==> src/rtl/bit_ops_defs.vh <==
// bit_ops_defs.vh: encodings and field positions for the bit-set / bit-test-skip decoder
// assumes 12-bit instruction words, 8-bit data path, 5-bit register file address
`ifndef BIT_OPS_DEFS_VH
`define BIT_OPS_DEFS_VH

// ==========================================================
// instruction fields
`define INSN_W          12
`define OPC_HI          11
`define OPC_LO          8
`define BIT_HI          7
`define BIT_LO          5
`define ADR_HI          4
`define ADR_LO          0
`define DATA_W          8

// ==========================================================
// opcodes (top nibble)
`define OPC_BIT_SET     4'h5
`define OPC_SKIP_CLR    4'h6
`define OPC_SKIP_SET    4'h7

// ==========================================================
// states and reset values
`define ST_EXEC         1'h0
`define ST_FLUSH        1'h1
`define DATA_ZERO       8'h00
`define ADR_ZERO        5'h00
`define ONE_HOT_BASE    8'h01
`define FLAG_OFF        1'h0
`define FLAG_ON         1'h1

`endif

==> src/rtl/bit_decode.v <==
// bit_decode.v: classifies an instruction word and forms the one-hot bit mask
// assumes the word is stable for the whole execute cycle
`timescale 1ns/10ps
`include "bit_ops_defs.vh"

module bit_decode (
  // instruction
  input  wire [`INSN_W-1:0] insn,
  // decode results
  output wire               is_set,
  output wire               is_skip_clr,
  output wire               is_skip_set,
  output wire [`DATA_W-1:0] bit_mask,
  output wire [4:0]         reg_adr
);

  function [`DATA_W-1:0] one_hot;
    input [2:0] idx;
    begin
      one_hot = `ONE_HOT_BASE << idx;
    end
  endfunction

  assign is_set      = (insn[`OPC_HI:`OPC_LO] == `OPC_BIT_SET);
  assign is_skip_clr = (insn[`OPC_HI:`OPC_LO] == `OPC_SKIP_CLR);
  assign is_skip_set = (insn[`OPC_HI:`OPC_LO] == `OPC_SKIP_SET);
  assign bit_mask    = one_hot(insn[`BIT_HI:`BIT_LO]);
  assign reg_adr     = insn[`ADR_HI:`ADR_LO];

endmodule

==> src/rtl/bit_set_and_bit_test_skip.v <==
// bit_set_and_bit_test_skip.v: execute logic for bit set and the two bit-test-skip ops
// assumes the core presents one fetched word per cycle (insn_valid) and a combinational
// register-file read port; writes go out as a one-cycle strobe.
// Operation
// - opcode 0101: set bit b of register f, others unchanged
// - opcode 0110: test bit b of register f, skip next if zero
// - successful skip-if-clear discards prefetched word, runs no-op, two cycles
// - opcode 0111: test bit b of register f, skip next if one
// - successful skip-if-set discards prefetched word, runs no-op, two cycles
`timescale 1ns/10ps
`include "bit_ops_defs.vh"

module bit_set_and_bit_test_skip (
  // clock and reset
  input  wire               mclk,
  input  wire               arst_n,
  // instruction in execute
  input  wire [`INSN_W-1:0] insn,
  input  wire               insn_valid,
  // register file read port
  output wire [4:0]         rd_adr,
  input  wire [`DATA_W-1:0] rd_data,
  // register file write port
  output reg                wr_en,
  output reg  [4:0]         wr_adr,
  output reg  [`DATA_W-1:0] wr_data,
  // pipeline control
  output wire               flush,
  output reg                nop_cycle,
  output wire               status_we,
  output reg                busy
);

  // ==========================================================
  // declarations
  // decode results
  wire               is_set;
  wire               is_skip_clr;
  wire               is_skip_set;
  wire [`DATA_W-1:0] bit_mask;
  wire [4:0]         reg_adr;

  // bit test
  wire [`DATA_W-1:0] bit_hit;
  wire [`DATA_W:0]   hit_chain;
  wire               bit_val;
  wire               exec_ok;
  wire               take_skip;

  // bit set
  wire [`DATA_W-1:0] set_data;

  // sequencer
  reg                state;
  reg                next_state;
  reg                next_nop_cycle;
  reg                next_busy;

  // write-back
  reg                next_wr_en;
  reg  [4:0]         next_wr_adr;
  reg  [`DATA_W-1:0] next_wr_data;

  // lane index
  genvar             i;

  // ==========================================================
  // states
  localparam [0:0]   S_EXEC  = `ST_EXEC;
  localparam [0:0]   S_FLUSH = `ST_FLUSH;

  // ==========================================================
  // functions: skip sense
  // a test skips when the bit matches the sense of its opcode
  function skip_cond;
    input clr_op;
    input set_op;
    input bit_in;
    begin
      skip_cond = (clr_op && !bit_in)
               || (set_op &&  bit_in);
    end
  endfunction

  // ==========================================================
  // functions: execute slot
  // the slot after a taken skip holds the dropped prefetch and must not act
  function slot_live;
    input valid_in;
    input state_in;
    begin
      slot_live = valid_in && (state_in == S_EXEC);
    end
  endfunction

  // ==========================================================
  // decode
  bit_decode u_dec (
    .insn        (insn),
    .is_set      (is_set),
    .is_skip_clr (is_skip_clr),
    .is_skip_set (is_skip_set),
    .bit_mask    (bit_mask),
    .reg_adr     (reg_adr)
  );

  // ==========================================================
  // test lanes
  // the mask is one-hot, so the or of all lane hits is the tested bit
  assign hit_chain[0] = `FLAG_OFF;
  generate
    for (i = 0; i < `DATA_W; i = i + 1) begin : g_test_lane
      assign bit_hit[i]     = rd_data[i] & bit_mask[i];
      assign hit_chain[i+1] = hit_chain[i] | bit_hit[i];
    end
  endgenerate

  // ==========================================================
  // set lanes
  generate
    for (i = 0; i < `DATA_W; i = i + 1) begin : g_set_lane
      assign set_data[i] = rd_data[i] | bit_mask[i];
    end
  endgenerate

  // ==========================================================
  // test
  // the read port is combinational, so the test resolves in the execute cycle
  assign exec_ok   = slot_live(insn_valid, state);
  assign rd_adr    = reg_adr;
  assign bit_val   = hit_chain[`DATA_W];
  assign take_skip = exec_ok && skip_cond(is_skip_clr, is_skip_set, bit_val);

  // ==========================================================
  // pipeline control
  // the core must squash the prefetched word on flush as well
  assign flush     = take_skip;
  // none of the three ops writes a flag
  assign status_we = `FLAG_OFF;

  // ==========================================================
  // skip sequencer: next state
  always @* begin
    next_state     = state;
    next_nop_cycle = `FLAG_OFF;
    next_busy      = `FLAG_OFF;

    case (state)
      S_EXEC: begin
        if (take_skip) begin
          // a taken test turns the next slot into the no-op
          next_state     = S_FLUSH;
          next_nop_cycle = `FLAG_ON;
          next_busy      = `FLAG_ON;
        end else begin
          next_state     = S_EXEC;
          next_nop_cycle = `FLAG_OFF;
          next_busy      = `FLAG_OFF;
        end
      end
      S_FLUSH: begin
        // second cycle is the no-op; back to execute after it
        next_state     = S_EXEC;
        next_nop_cycle = `FLAG_OFF;
        next_busy      = `FLAG_OFF;
      end
      default: begin
        next_state     = S_EXEC;
        next_nop_cycle = `FLAG_OFF;
        next_busy      = `FLAG_OFF;
      end
    endcase
  end

  // ==========================================================
  // skip sequencer: registers
  always @(posedge mclk or negedge arst_n) begin
    if (!arst_n) begin
      // async clear: execute slot, no no-op pending
      state     <= S_EXEC;
      nop_cycle <= `FLAG_OFF;
      busy      <= `FLAG_OFF;
    end else begin
      state     <= next_state;
      nop_cycle <= next_nop_cycle;
      busy      <= next_busy;
    end
  end

  // ==========================================================
  // write-back: next values
  // read-modify-write in the execute cycle; the strobe lags it by one clock
  always @* begin
    next_wr_en   = `FLAG_OFF;
    next_wr_adr  = wr_adr;
    next_wr_data = wr_data;

    if (exec_ok && is_set) begin
      next_wr_en   = `FLAG_ON;
      next_wr_adr  = reg_adr;
      next_wr_data = set_data;
    end else begin
      // tests and ignored words keep the port quiet; address and data hold
      next_wr_en   = `FLAG_OFF;
      next_wr_adr  = wr_adr;
      next_wr_data = wr_data;
    end
  end

  // ==========================================================
  // write-back: registers
  always @(posedge mclk or negedge arst_n) begin
    if (!arst_n) begin
      // async clear leaves the write port quiet
      wr_en   <= `FLAG_OFF;
      wr_adr  <= `ADR_ZERO;
      wr_data <= `DATA_ZERO;
    end else begin
      wr_en   <= next_wr_en;
      wr_adr  <= next_wr_adr;
      wr_data <= next_wr_data;
    end
  end

endmodule

==> config.mk <==
export PLATFORM = sky130hd
export DESIGN_NAME = bit_set_and_bit_test_skip
export DESIGN_NICKNAME = d
export VERILOG_FILES = /design/src/rtl/bit_decode.v /design/src/rtl/bit_set_and_bit_test_skip.v
export VERILOG_INCLUDE_DIRS = /design/src /design/src/rtl
export SDC_FILE = /design/constraint.sdc
export NUM_CORES = 1
export LEC_CHECK = 0
export ABC_CLOCK_PERIOD_IN_PS = 2800
export BUFFER_PORTS_ARGS = -buffer_cell sky130_fd_sc_hd__buf_2
export CAP_MARGIN = 20
export CORE_ASPECT_RATIO = 1.25
export CORE_UTILIZATION = 45
export DETAILED_ROUTE_END_ITERATION = 8
export PLACE_DENSITY = 0.8
export SETUP_SLACK_MARGIN = 0.02
export SLEW_MARGIN = 20
export SYNTH_ARGS = -nofsm -noshare
export SYNTH_HDL_FRONTEND = slang
export SYNTH_SLANG_ARGS = --single-unit
==> constraint.sdc <==
create_clock -name mclk -period 2.8 [get_ports mclk]
set_input_delay 0.14 -clock mclk [delete_from_list [all_inputs] [get_ports mclk]]
set_output_delay 0.14 -clock mclk [all_outputs]
set_load 0.02 [all_outputs]
==> results of run 1 <==
logic make-up (layout without fill, tap and decap cells):
family | after synthesis | after routing | synth area share [%]
multiplexers | 20 | 20 | 27.4
buffers and inverters | 20 | 60 | 14.5
flip-flops | 15 | 15 | 46.7
AO/OA/AOI/OAI | 8 | 8 | 6.53
AND/OR/NAND/NOR | 4 | 4 | 4.51
other | 1 | 1 | 0.466
placed cells by master, fill, tap and decap left out:
cell | synthesis | final
conb_1 | 1 | 1
nand3_1 | 1 | 1
dfrtp_1 | 15 | 15
buf_2 | 0 | 44
mux2_2 | 6 | 6
clkbuf_1 | 0 | 1
clkbuf_4 | 0 | 3
a31oi_1 | 7 | 7
a31o_2 | 1 | 1
mux2i_1 | 13 | 13
dlygate4sd3_1 | 0 | 1
mux4_2 | 1 | 1
nand3b_2 | 1 | 1
and4bb_2 | 1 | 1
nand3b_1 | 1 | 1
inv_1 | 11 | 11
worst max-delay path: stages, from the launching register on:
cell and delay [ns]:
dfrtp_1 0.39, and4bb_2 0.33, nand3b_2 0.34, mux2_2 0.40
registers in the layout (all words and copies together), names as in the netlist:
name and flops:
wr_data 8, wr_adr 5, state 1, wr_en 1
worst paths after layout:
| kind | startpoint | end | slack [ns] | cells after the start |
|---|---|---|---|---|
| hold reg to reg | wr_adr[2] | wr_adr[2] | 0.51 | 1 |
| max in group asynchronous | arst_n | wr_adr[2] | 2.27 | 2 |
| min in group asynchronous | arst_n | wr_data[2] | 0.28 | 2 |
| setup / recovery | state | wr_adr[4] | 1.23 | 3 |
| setup reg to reg | state | wr_adr[4] | 1.23 | 3 |
| hold / removal | insn[0] | wr_adr[0] | 0.1 | 2 |
Yosys cell counts, drive strengths merged:
master,n
a31o,1
a31oi,7
and4bb,1
buf,9
conb,1
dfrtp,15
inv,11
mux2,6
mux2i,13
mux4,1
nand3,1
nand3b,2
power by group through the flow:
stage               combinational, mW  clock, mW  sequential (mW)
floorplan                      0.0764          0            0.347
global placement                0.207          0            0.287
detailed placement              0.213          0            0.289
CTS                             0.214      0.125            0.285
global route                    0.231      0.135            0.291
finish                          0.211      0.118            0.284
per-stage QoR:
step                      std cells  power [mW]
after floorplan                  68       0.424
after global placement          121       0.494
after detailed placement        121       0.502
after CTS                       126       0.624
after global routing            126       0.656
final                           126       0.613
metal layers:
metal | up-vias | routed length [µm] | share of wire [%] | global-route usage, %
met5 | - | 0 | 0 | 0
met4 | 0 | 42 | 2.9 | 10.3
met3 | 4 | 110 | 7.5 | 4.11
met2 | 28 | 738 | 50 | 28.1
met1 | 288 | 577 | 39 | 22.7
li1 | 309 | - | - | -
final cells by class:
cell class,instances,area share [%]
Tap cell,18,2.23
Clock buffer,4,2.61
Multi-Input combinational cell,33,31.0
Timing Repair Buffer,45,22.8
Sequential cell,15,37.2
Inverter,11,4.09
repair_timing:
action	CTS	global route
endpoints found under the setup margin	0	0
resized for setup	0	0
hold buffers	1	0
endpoints found under the hold margin	15	0
==> impl_results.md, run 1 <==
- Max Cap Viol: 0
- CTS root buf: clkbuf_4
- Htree depth: 1
- # IOs: 46
- Syn_nets: a little over 90
- Worst setup EP type: flip-flop
- Worst-path clk slew: ~0.08 ns
- VDD IR max: between 0.0003 and 0.0004 V
- Yosys warns: 0
- Synth area leaders: dfrtp_1 47%, mux2i_1 16%, mux2_2 8.4%, buf_4 6.5%, a31oi_1 5.4%
- RSZ-0062 raised after global routing: no
- Status: finished clean
- Pwr per Cell Area: between 600 and 700 nW/µm²
- Sequential Power Share: approximately 46%
- Area Growth Syn to Fin: 25.4%
- Placed Instance Area: 972 µm²
- Logic gate share of total power: around a third
- Wire per inst: about 12 µm
- Largest net degree at the start of global routing: 16
- Worst Hold Class: input pin to flip-flop
- Top cell type by total area after synthesis: dfrtp_1
- CORE AREA: approximately 1600 µm²
- CP arrival: approximately 1.7 ns
- Initial antenna violation count: 0
- TritonCTS clock tree: built
- Final setup violation count: 0
- Num CTS Buffers: 3
- NetSw: 0.210 mW
- First-pass GRT wire length: roughly 2500 µm
- Max-slew violation count: 0
- Synth top area share: 46.7%
- FF+latch count, synth: 15
- Overall Global Routing Usage: between 10% and 20%
- Worst EP required: 2.97 ns
- Via/cell ratio: between 4 and 5
- Fin crit share: between 50% and 60%
- Clk buf depth: 2
- FP Rows: 16
- Drt drc: 0
- Fin worst setup slack: between 1 and 1.5 ns
- Fill cells: ~150
- P_int: 0.403 mW
- Post-synthesis sequential area ratio: a little under half
- Syn Area/Cell: between 10 and 15 µm²
- Lkg Pwr: slightly above 0.6 nW
- Share of layout cells above drive strength 1: a little over half
- Vias in the first global route: 562
- Yosys cell types: 14
- CP Class: flip-flop to flip-flop
- HPWL Detailed: ~1200 µm
- Starting Density: 49.6%
- Switching share of power: 34.2%
- Die height: slightly below 50 µm
- Clock sink total: 15
- Max Freq: between 600 and 700 MHz
- Post-CTS Setup Inserts: 0
- Netlist Area Pre-Place: ~800 µm²
- Gate Count Post-Synth: 68
- Final wirelength: 1470 µm
- Starting DRT DRC Count: 1
- Pre-antenna DRT Iters: 4
- Buffers on Ports: between 40 and 50
- Die Footprint: between 1500 and 2000 µm²
- Hold WS: slightly below 0.1 ns
- Vias: between 600 and 700
- Hold Fails Final Rpt: 0
- ANT nets after route: 0
- Ant diodes: 0
- Placement Setup Slack: 1.22 ns
- Startpoint types: flip-flop
- Total gr overflow: 0
- Die width: about 40 µm
- Nets: 132
- Clock Latency Late Sink: about 0.28 ns
- Storage element area: between 300 and 400 µm²
- Clk pwr share: roughly 19%
- Area of the multi-input gates: between 300 and 400 µm²
- Final worst path period need: roughly 1.6 ns
- Crit path max fanout: 14
- Placer Congestion: 0.770
- Fin area: between 1000 and 1500 µm²
- Layout Utilization: around 62%
- Setup TNS: 0 ns
- Max Clock Skew: about 0.0035 ns
Power figures use the tool's default switching activity.
==> run 2, diff against run 1 <==
--- a/config.mk
+++ b/config.mk
@@ -6,13 +6,13 @@
 export SDC_FILE = /design/constraint.sdc
 export NUM_CORES = 1
 export LEC_CHECK = 0
-export ABC_CLOCK_PERIOD_IN_PS = 2800
+export ABC_CLOCK_PERIOD_IN_PS = 1300
 export BUFFER_PORTS_ARGS = -buffer_cell sky130_fd_sc_hd__buf_2
 export CAP_MARGIN = 20
 export CORE_ASPECT_RATIO = 1.25
-export CORE_UTILIZATION = 45
+export CORE_UTILIZATION = 38
 export DETAILED_ROUTE_END_ITERATION = 8
-export PLACE_DENSITY = 0.8
+export PLACE_DENSITY = 0.72
 export SETUP_SLACK_MARGIN = 0.02
 export SLEW_MARGIN = 20
 export SYNTH_ARGS = -nofsm -noshare
==> constraint.sdc (replaced) <==
create_clock -name mclk -period 1.3 [get_ports mclk]
set_input_delay 0.065 -clock mclk [delete_from_list [all_inputs] [get_ports mclk]]
set_output_delay 0.065 -clock mclk [all_outputs]
set_load 0.02 [all_outputs]
==> run 2 against run 1 <==
Compared with the run above: the flow now finishes with violations (negative setup slack); clock skew decreased by 0.0016 ns; global-route usage decreased by 1.3 points; sequential cell count unchanged; combinational power increased by 130%; largest cell class unchanged.
==> impl_results.md, run 2 (synthesis gave the netlist of run 1 again) <==
- Status: finished with violations
- Failing checks: negative setup slack
- Worst Hold Class: input pin to flip-flop
- Overall Global Routing Usage: between 10% and 20%
- Clk buf depth: 2
- First-pass GRT wire length: between 2000 and 3000 µm
- Met2 usage: between 20% and 30%
- Largest net degree at the start of global routing: 16
- Wire per inst: approximately 12 µm
- Drt drc: 0
- Regs by FF count: wr_data (8), wr_adr (5)
- Fin worst setup slack: -0.184 ns
- Clock Latency Late Sink: around 0.27 ns
- Via/cell ratio: between 4 and 5
- Initial antenna violation count: 0
- Vias in the first global route: slightly below 600
- FP Rows: 18
- ANT nets after route: 0
- Most frequent cells in the layout: 43 x buf_2, 14 x dfrtp_1, 12 x mux2i_1
- Max reg flops: 8
- Max Clock Skew: 0.00190 ns
- Fin crit share: 114%
- Total gr overflow: 0
- Max-slew violation count: 0
- Starting DRT DRC Count: 1
- Logic gate share of total power: around 36%
- Num CTS Buffers: 3
- Htree depth: 1
- Worst setup EP type: output port
- Nets: 141
- Crit path max fanout: 3
- Hold WS: between 0.02 and 0.03 ns
- Clock sink total: 15
- Cell count after placement: 129
- Pwr per Cell Area: 1230 nW/µm²
- # IOs: 46
- CP arrival: approximately 1.4 ns
- Lkg Pwr: between 0.6 and 0.7 nW
- Slowest CP cell: dfrtp_2
- RSZ-0062 raised after global routing: yes
- Pre-antenna DRT Iters: 2
- Setup TNS: -1.25 ns
- TritonCTS clock tree: built
- Share of layout cells above drive strength 1: 58.1%
- Placed Instance Area: between 1000 and 1500 µm²
- VDD IR max: between 0.0006 and 0.0007 V
- CORE AREA: between 1500 and 2000 µm²
- Fin area: approximately 1100 µm²
- Die Footprint: 2310 µm²
- Die width: 43.2 µm
- Biggest register: wr_data
- Switching share of power: about 35%
- Startpoint types: flip-flop
- Final setup violation count: 13
- Max Cap Viol: 0
- Sequential Power Share: 44.9%
- GRT met3 Usage: between 6 and 7%
- Layout Utilization: a little under three fifths
- Vias: 650
- Non-filler instance count after layout: between 100 and 150
- Area Growth Syn to Fin: 36.5%
- Starting Density: 40.6%
- Final worst path period need: 1.48 ns
- Sequence of cells on the critical path: and4bb_2, nand3_1, mux2i_2, buf_4
- CP Class: flip-flop to output port
- Top Usage Layer GRT: met2
- Clk pwr share: between 10% and 20%
- Most common cell after layout, fill and taps aside: buf_2
- Final wirelength: 1700 µm
- Max Freq: slightly below 700 MHz
- P_int: around 0.89 mW
- Die height: between 50 and 60 µm
- CTS root buf: clkbuf_4
- Buffers on Ports: 44
- Placer Congestion: between 0.7 and 0.8
- HPWL Detailed: 1360 µm
- Hold Fails Final Rpt: 0
- M1 GR Usage: between 20% and 30%
- Ant diodes: 0
- Worst EP required: 1.24 ns
- CP peak stage delay: around 0.41 ns
- Worst-path clk slew: approximately 0.09 ns
- NetSw: 0.468 mW
## run 2: final cells by class
| class | instances | area [µm²] |
|---|---|---|
| fillers | 185 | 883 |
| flip-flops and latches | 15 | 377 |
| multi-input cells | 33 | 325 |
| repair buffers | 54 | 304 |
| inverters | 11 | 41.3 |
| clock buffers | 4 | 26.3 |
| well taps | 20 | 25.0 |
## run 2: worst paths after layout
kind                            from    endpoint  slack (ns)  cells past startpoint
max reg2reg                    state   wr_adr[1]       -0.10                      4
max                            state       flush       -0.18                      4
min in group asynchronous     arst_n  wr_data[3]        0.22                      2
min reg2reg                wr_adr[0]   wr_adr[0]        0.51                      1
max in group asynchronous     arst_n       state        0.81                      2
min                          insn[2]   wr_adr[2]        0.03                      2
## run 2: layer usage
metal	up-vias	share of wire, %
met4	0	0
met3	0	4.8
met1	307	40
met2	19	56
li1	324	-
met5	-	0
## run 2: power groups by stage
stage	combinational (mW)	sequential, mW	clock [mW]
2_1_floorplan	0.168	0.748	0
3_3_place_gp	0.473	0.621	0
3_5_place_dp	0.486	0.617	0
4_1_cts	0.492	0.608	0.267
5_1_grt	0.529	0.618	0.302
6_report	0.489	0.608	0.257
## run 2: stage by stage
| stage | setup slack (ns) | power [mW] |
|---|---|---|
| final | -0.184 | 1.35 |
| after global routing | -0.298 | 1.45 |
| after CTS | -0.193 | 1.37 |
| after detailed placement | -0.0563 | 1.10 |
| after global placement | -0.0148 | 1.09 |
| after floorplan | -0.137 | 0.916 |
## run 2: repair_timing
| item | in CTS | in global routing |
|---|---|---|
| buffers inserted | 2 | 1 |
| gates resized for setup | 2 | 0 |
| endpoints found under the hold margin | 15 | 0 |
| pin swaps | 2 | 0 |
| setup endpoints to repair | 12 | 15 |
| hold buffers | 1 | 0 |
## run 2: worst max-delay path: cells and delay by family, from the launching register on
family	cells	cell delay, ns
flip-flops	1	0.41
multiplexers	1	0.15
buffers and inverters	1	0.16
AND/OR/NAND/NOR	2	0.43
==> run 3, diff against run 2 <==
--- a/config.mk
+++ b/config.mk
@@ -6,13 +6,16 @@
 export SDC_FILE = /design/constraint.sdc
 export NUM_CORES = 1
 export LEC_CHECK = 0
-export ABC_CLOCK_PERIOD_IN_PS = 1300
+export ABC_AREA = 1
+export ABC_CLOCK_PERIOD_IN_PS = 1440
 export BUFFER_PORTS_ARGS = -buffer_cell sky130_fd_sc_hd__buf_2
 export CAP_MARGIN = 20
+export CELL_PAD_IN_SITES_DETAIL_PLACEMENT = 1
+export CELL_PAD_IN_SITES_GLOBAL_PLACEMENT = 1
 export CORE_ASPECT_RATIO = 1.25
-export CORE_UTILIZATION = 38
+export CORE_UTILIZATION = 29
 export DETAILED_ROUTE_END_ITERATION = 8
-export PLACE_DENSITY = 0.72
+export PLACE_DENSITY = 0.75
 export SETUP_SLACK_MARGIN = 0.02
 export SLEW_MARGIN = 20
 export SYNTH_ARGS = -nofsm -noshare
==> constraint.sdc (replaced) <==
create_clock -name mclk -period 1.44 [get_ports mclk]
set_input_delay 0.072 -clock mclk [delete_from_list [all_inputs] [get_ports mclk]]
set_output_delay 0.072 -clock mclk [all_outputs]
set_load 0.02 [all_outputs]
==> run 3 against run 2 <==
Compared with the run above: the flow now finishes without violations; synthesized area is 1.1% higher; final area is 2.6% lower; sequential power is 12% lower; register-to-register slack better by 0.29 ns; first-iteration DRC count grew to 8.0 times the previous value; combinational power is 23% lower; clock power is 6% lower; clock skew is 0.0018 ns higher; count of clock-buffer cells in the layout stayed put; critical endpoint unchanged; synthesized cell count is 51% higher; wire length is 22% higher.
==> impl_results.md, run 3 <==
- Status: finished clean
- Buffers on Ports: 44
- Starting Density: between 30% and 40%
- Fill cells: roughly 360
- Setup slack, reg-to-reg: ~0.19 ns
- RSZ-0062 raised after global routing: yes
- Max-slew violation count: 0
- Crit path to: flush
- Biggest register: wr_data
- Lkg Pwr: between 0.6 and 0.7 nW
- Max reg flops: 8
- Worst Hold Class: input pin to flip-flop
- R2r endpoint: wr_data[3]
- CTS root buf: clkbuf_4
- Fin crit share: about 96%
- Pwr per Cell Area: approximately 1100 nW/µm²
- Ys flop type: dfrtp_1
- Pre-antenna DRT Iters: 4
- Die height: between 60 and 70 µm
- Die width: a little under 50 µm
- CP delay by family, top: simple AND/OR/NAND/NOR gates
- Sequence of cells on the critical path: inv_2, nand2_4, nor3b_2, nand2_1, nor2_1, buf_4
- Most common cell in the netlist: nand2_1
- Worst EP required: 1.37 ns
- Starting DRT DRC Count: 8
- Slowest CP cell: dfrtp_1
- Initial antenna violation count: 0
- Clk buf depth: 2
- Syn Area/Cell: 7.90 µm²
- CP arrival: roughly 1.3 ns
- Share of layout cells above drive strength 1: between 30% and 40%
- Clock Latency Late Sink: around 0.28 ns
- Layout Utilization: between 30% and 40%
- Worst setup path startpoint: state
- Hold WS: slightly below 0.004 ns
- Drt drc: 0
- Regs by FF count: wr_data (8), wr_adr (5)
- Total gr overflow: 0
- EDFF count, synth: 0
- Final setup violation count: 0
- Most common cell after layout, fill and taps aside: buf_2
- Gate Count Post-Synth: roughly 100
- Final worst path period need: 1.38 ns
- Num CTS Buffers: 3
- Crit path max fanout: 2
- Htree depth: 1
- Netlist Area Pre-Place: about 810 µm²
- # IOs: 46
- Yosys cell types: 17
- TritonCTS clock tree: built
- Vias: between 800 and 900
- HPWL Detailed: between 1500 and 2000 µm
- Fin area: between 1000 and 1500 µm²
- Area Growth Syn to Fin: 31.5%
- Critical Path Stages: 6
- VDD IR max: between 0.0004 and 0.0005 V
- Yosys warns: 0
- CP bufs+invs: 2
- FP Rows: 21
- Top cell type by total area after synthesis: dfrtp_1
- Placed Instance Area: about 990 µm²
- Max Clock Skew: roughly 0.0037 ns
- Synth top area share: a little under half
- Startpoint types: flip-flop
- Syn_nets: between 100 and 150
- Clock sink total: 15
- Most frequent cells in the layout: 43 x buf_2, 34 x nand2_1, 15 x dfrtp_1
- Synth area leaders: dfrtp_1 46%, nand2_1 16%, buf_4 6.5%, o21ai_0 4.9%, nand4_1 4.6%
- Worst-path clk slew: roughly 0.09 ns
- First-pass GRT wire length: 3460 µm
- Overall Global Routing Usage: between 15 and 20%
- ANT nets after route: 0
- Worst setup EP type: output port
- Max Cap Viol: 0
- Die Footprint: ~3000 µm²
- Wire per inst: 11.6 µm
- Async S/R FF share, synth: 100%
- Hold Fails Final Rpt: 0
- Ant diodes: 0
- FF-to-FF path depth: 6
- Reg-to-reg startpoint: state
- Max Freq: 725 MHz
- CP peak stage delay: ~0.4 ns
- CORE AREA: between 2000 and 3000 µm²
- Vias in the first global route: a little over 800
- CP Class: flip-flop to output port
- Via/cell ratio: approximately 4.7
- Largest net degree at the start of global routing: 17
- Nets: between 150 and 200
- Post-synthesis sequential area ratio: about 46%
- Placer Congestion: roughly 0.8
- Commonest cells post-synth: 35 x nand2_1, 15 x dfrtp_1, 8 x o21ai_0
- FF+latch count, synth: 15
- Final wirelength: about 2100 µm
==> run 3: worst min path at each step <==
| stage | startpoint | cells after the start | slack, ns | to |
|---|---|---|---|---|
| final | insn[0] | 3 | 0.004 | wr_adr[0] |
| after CTS | insn[0] | 3 | 0.0004 | wr_adr[0] |
| after detailed placement | arst_n | 1 | -0.002 | wr_adr[1] |
| after floorplan | arst_n | 0 | -0.22 | state |
| after global routing | insn[0] | 3 | 0.03 | wr_adr[0] |
| after global placement | arst_n | 1 | -0.009 | wr_adr[1] |
==> run 3: timing repair <==
action | 4_1_cts | 5_1_grt
hold buffers | 2 | 0
gates resized for setup | 3 | 2
pin swaps | 1 | 2
endpoints found under the setup margin | 1 | 2
endpoints found under the hold margin | 16 | 0
setup buffers | 1 | 1
==> run 3: tightest hold or removal path, stage by stage <==
cell,delay (ns)
buf_2,0.09
nand2_1,0.05
nand2_1,0.05
==> run 3: logic make-up after synthesis <==
logic type	count (synthesis)	share of synthesized area (%)
AND/OR/NAND/NOR	56	31.5
buffers and inverters	19	14.3
flip-flops	15	46.2
AO/OA/AOI/OAI	12	7.54
other	1	0.461
==> run 3: routing by layer <==
layer	wire length (µm)	vias to the layer above	GRT usage, %
li1	-	410	-
met1	868	383	16.7
met2	1030	35	28.6
met3	112	5	1.73
met4	55	0	10.1
met5	0	-	0
==> run 3: report_power, final <==
group          internal (mW)  switching (mW)
registers              0.499          0.0374
clock network          0.108           0.133
logic                  0.130           0.244
total                  0.737           0.415
==> run 3: stage by stage <==
stage	setup slack [ns]	setup TNS [ns]	power, mW	std cells
floorplan	0.113	0	0.774	103
global placement	0.234	0	0.904	170
detailed placement	0.175	0	0.915	170
CTS	0.0371	0	1.17	177
global route	-0.00529	-0.00529	1.22	178
finish	0.0615	0	1.15	178
==> run 3: layout make-up <==
type	instances	area (µm²)	share of cell area [%]
flip-flops and latches	15	375	35.1
multi-input cells	69	334	31.2
repair buffers	49	265	24.8
well taps	34	42.5	3.98
clock buffers	4	26.3	2.46
inverters	7	26.3	2.46
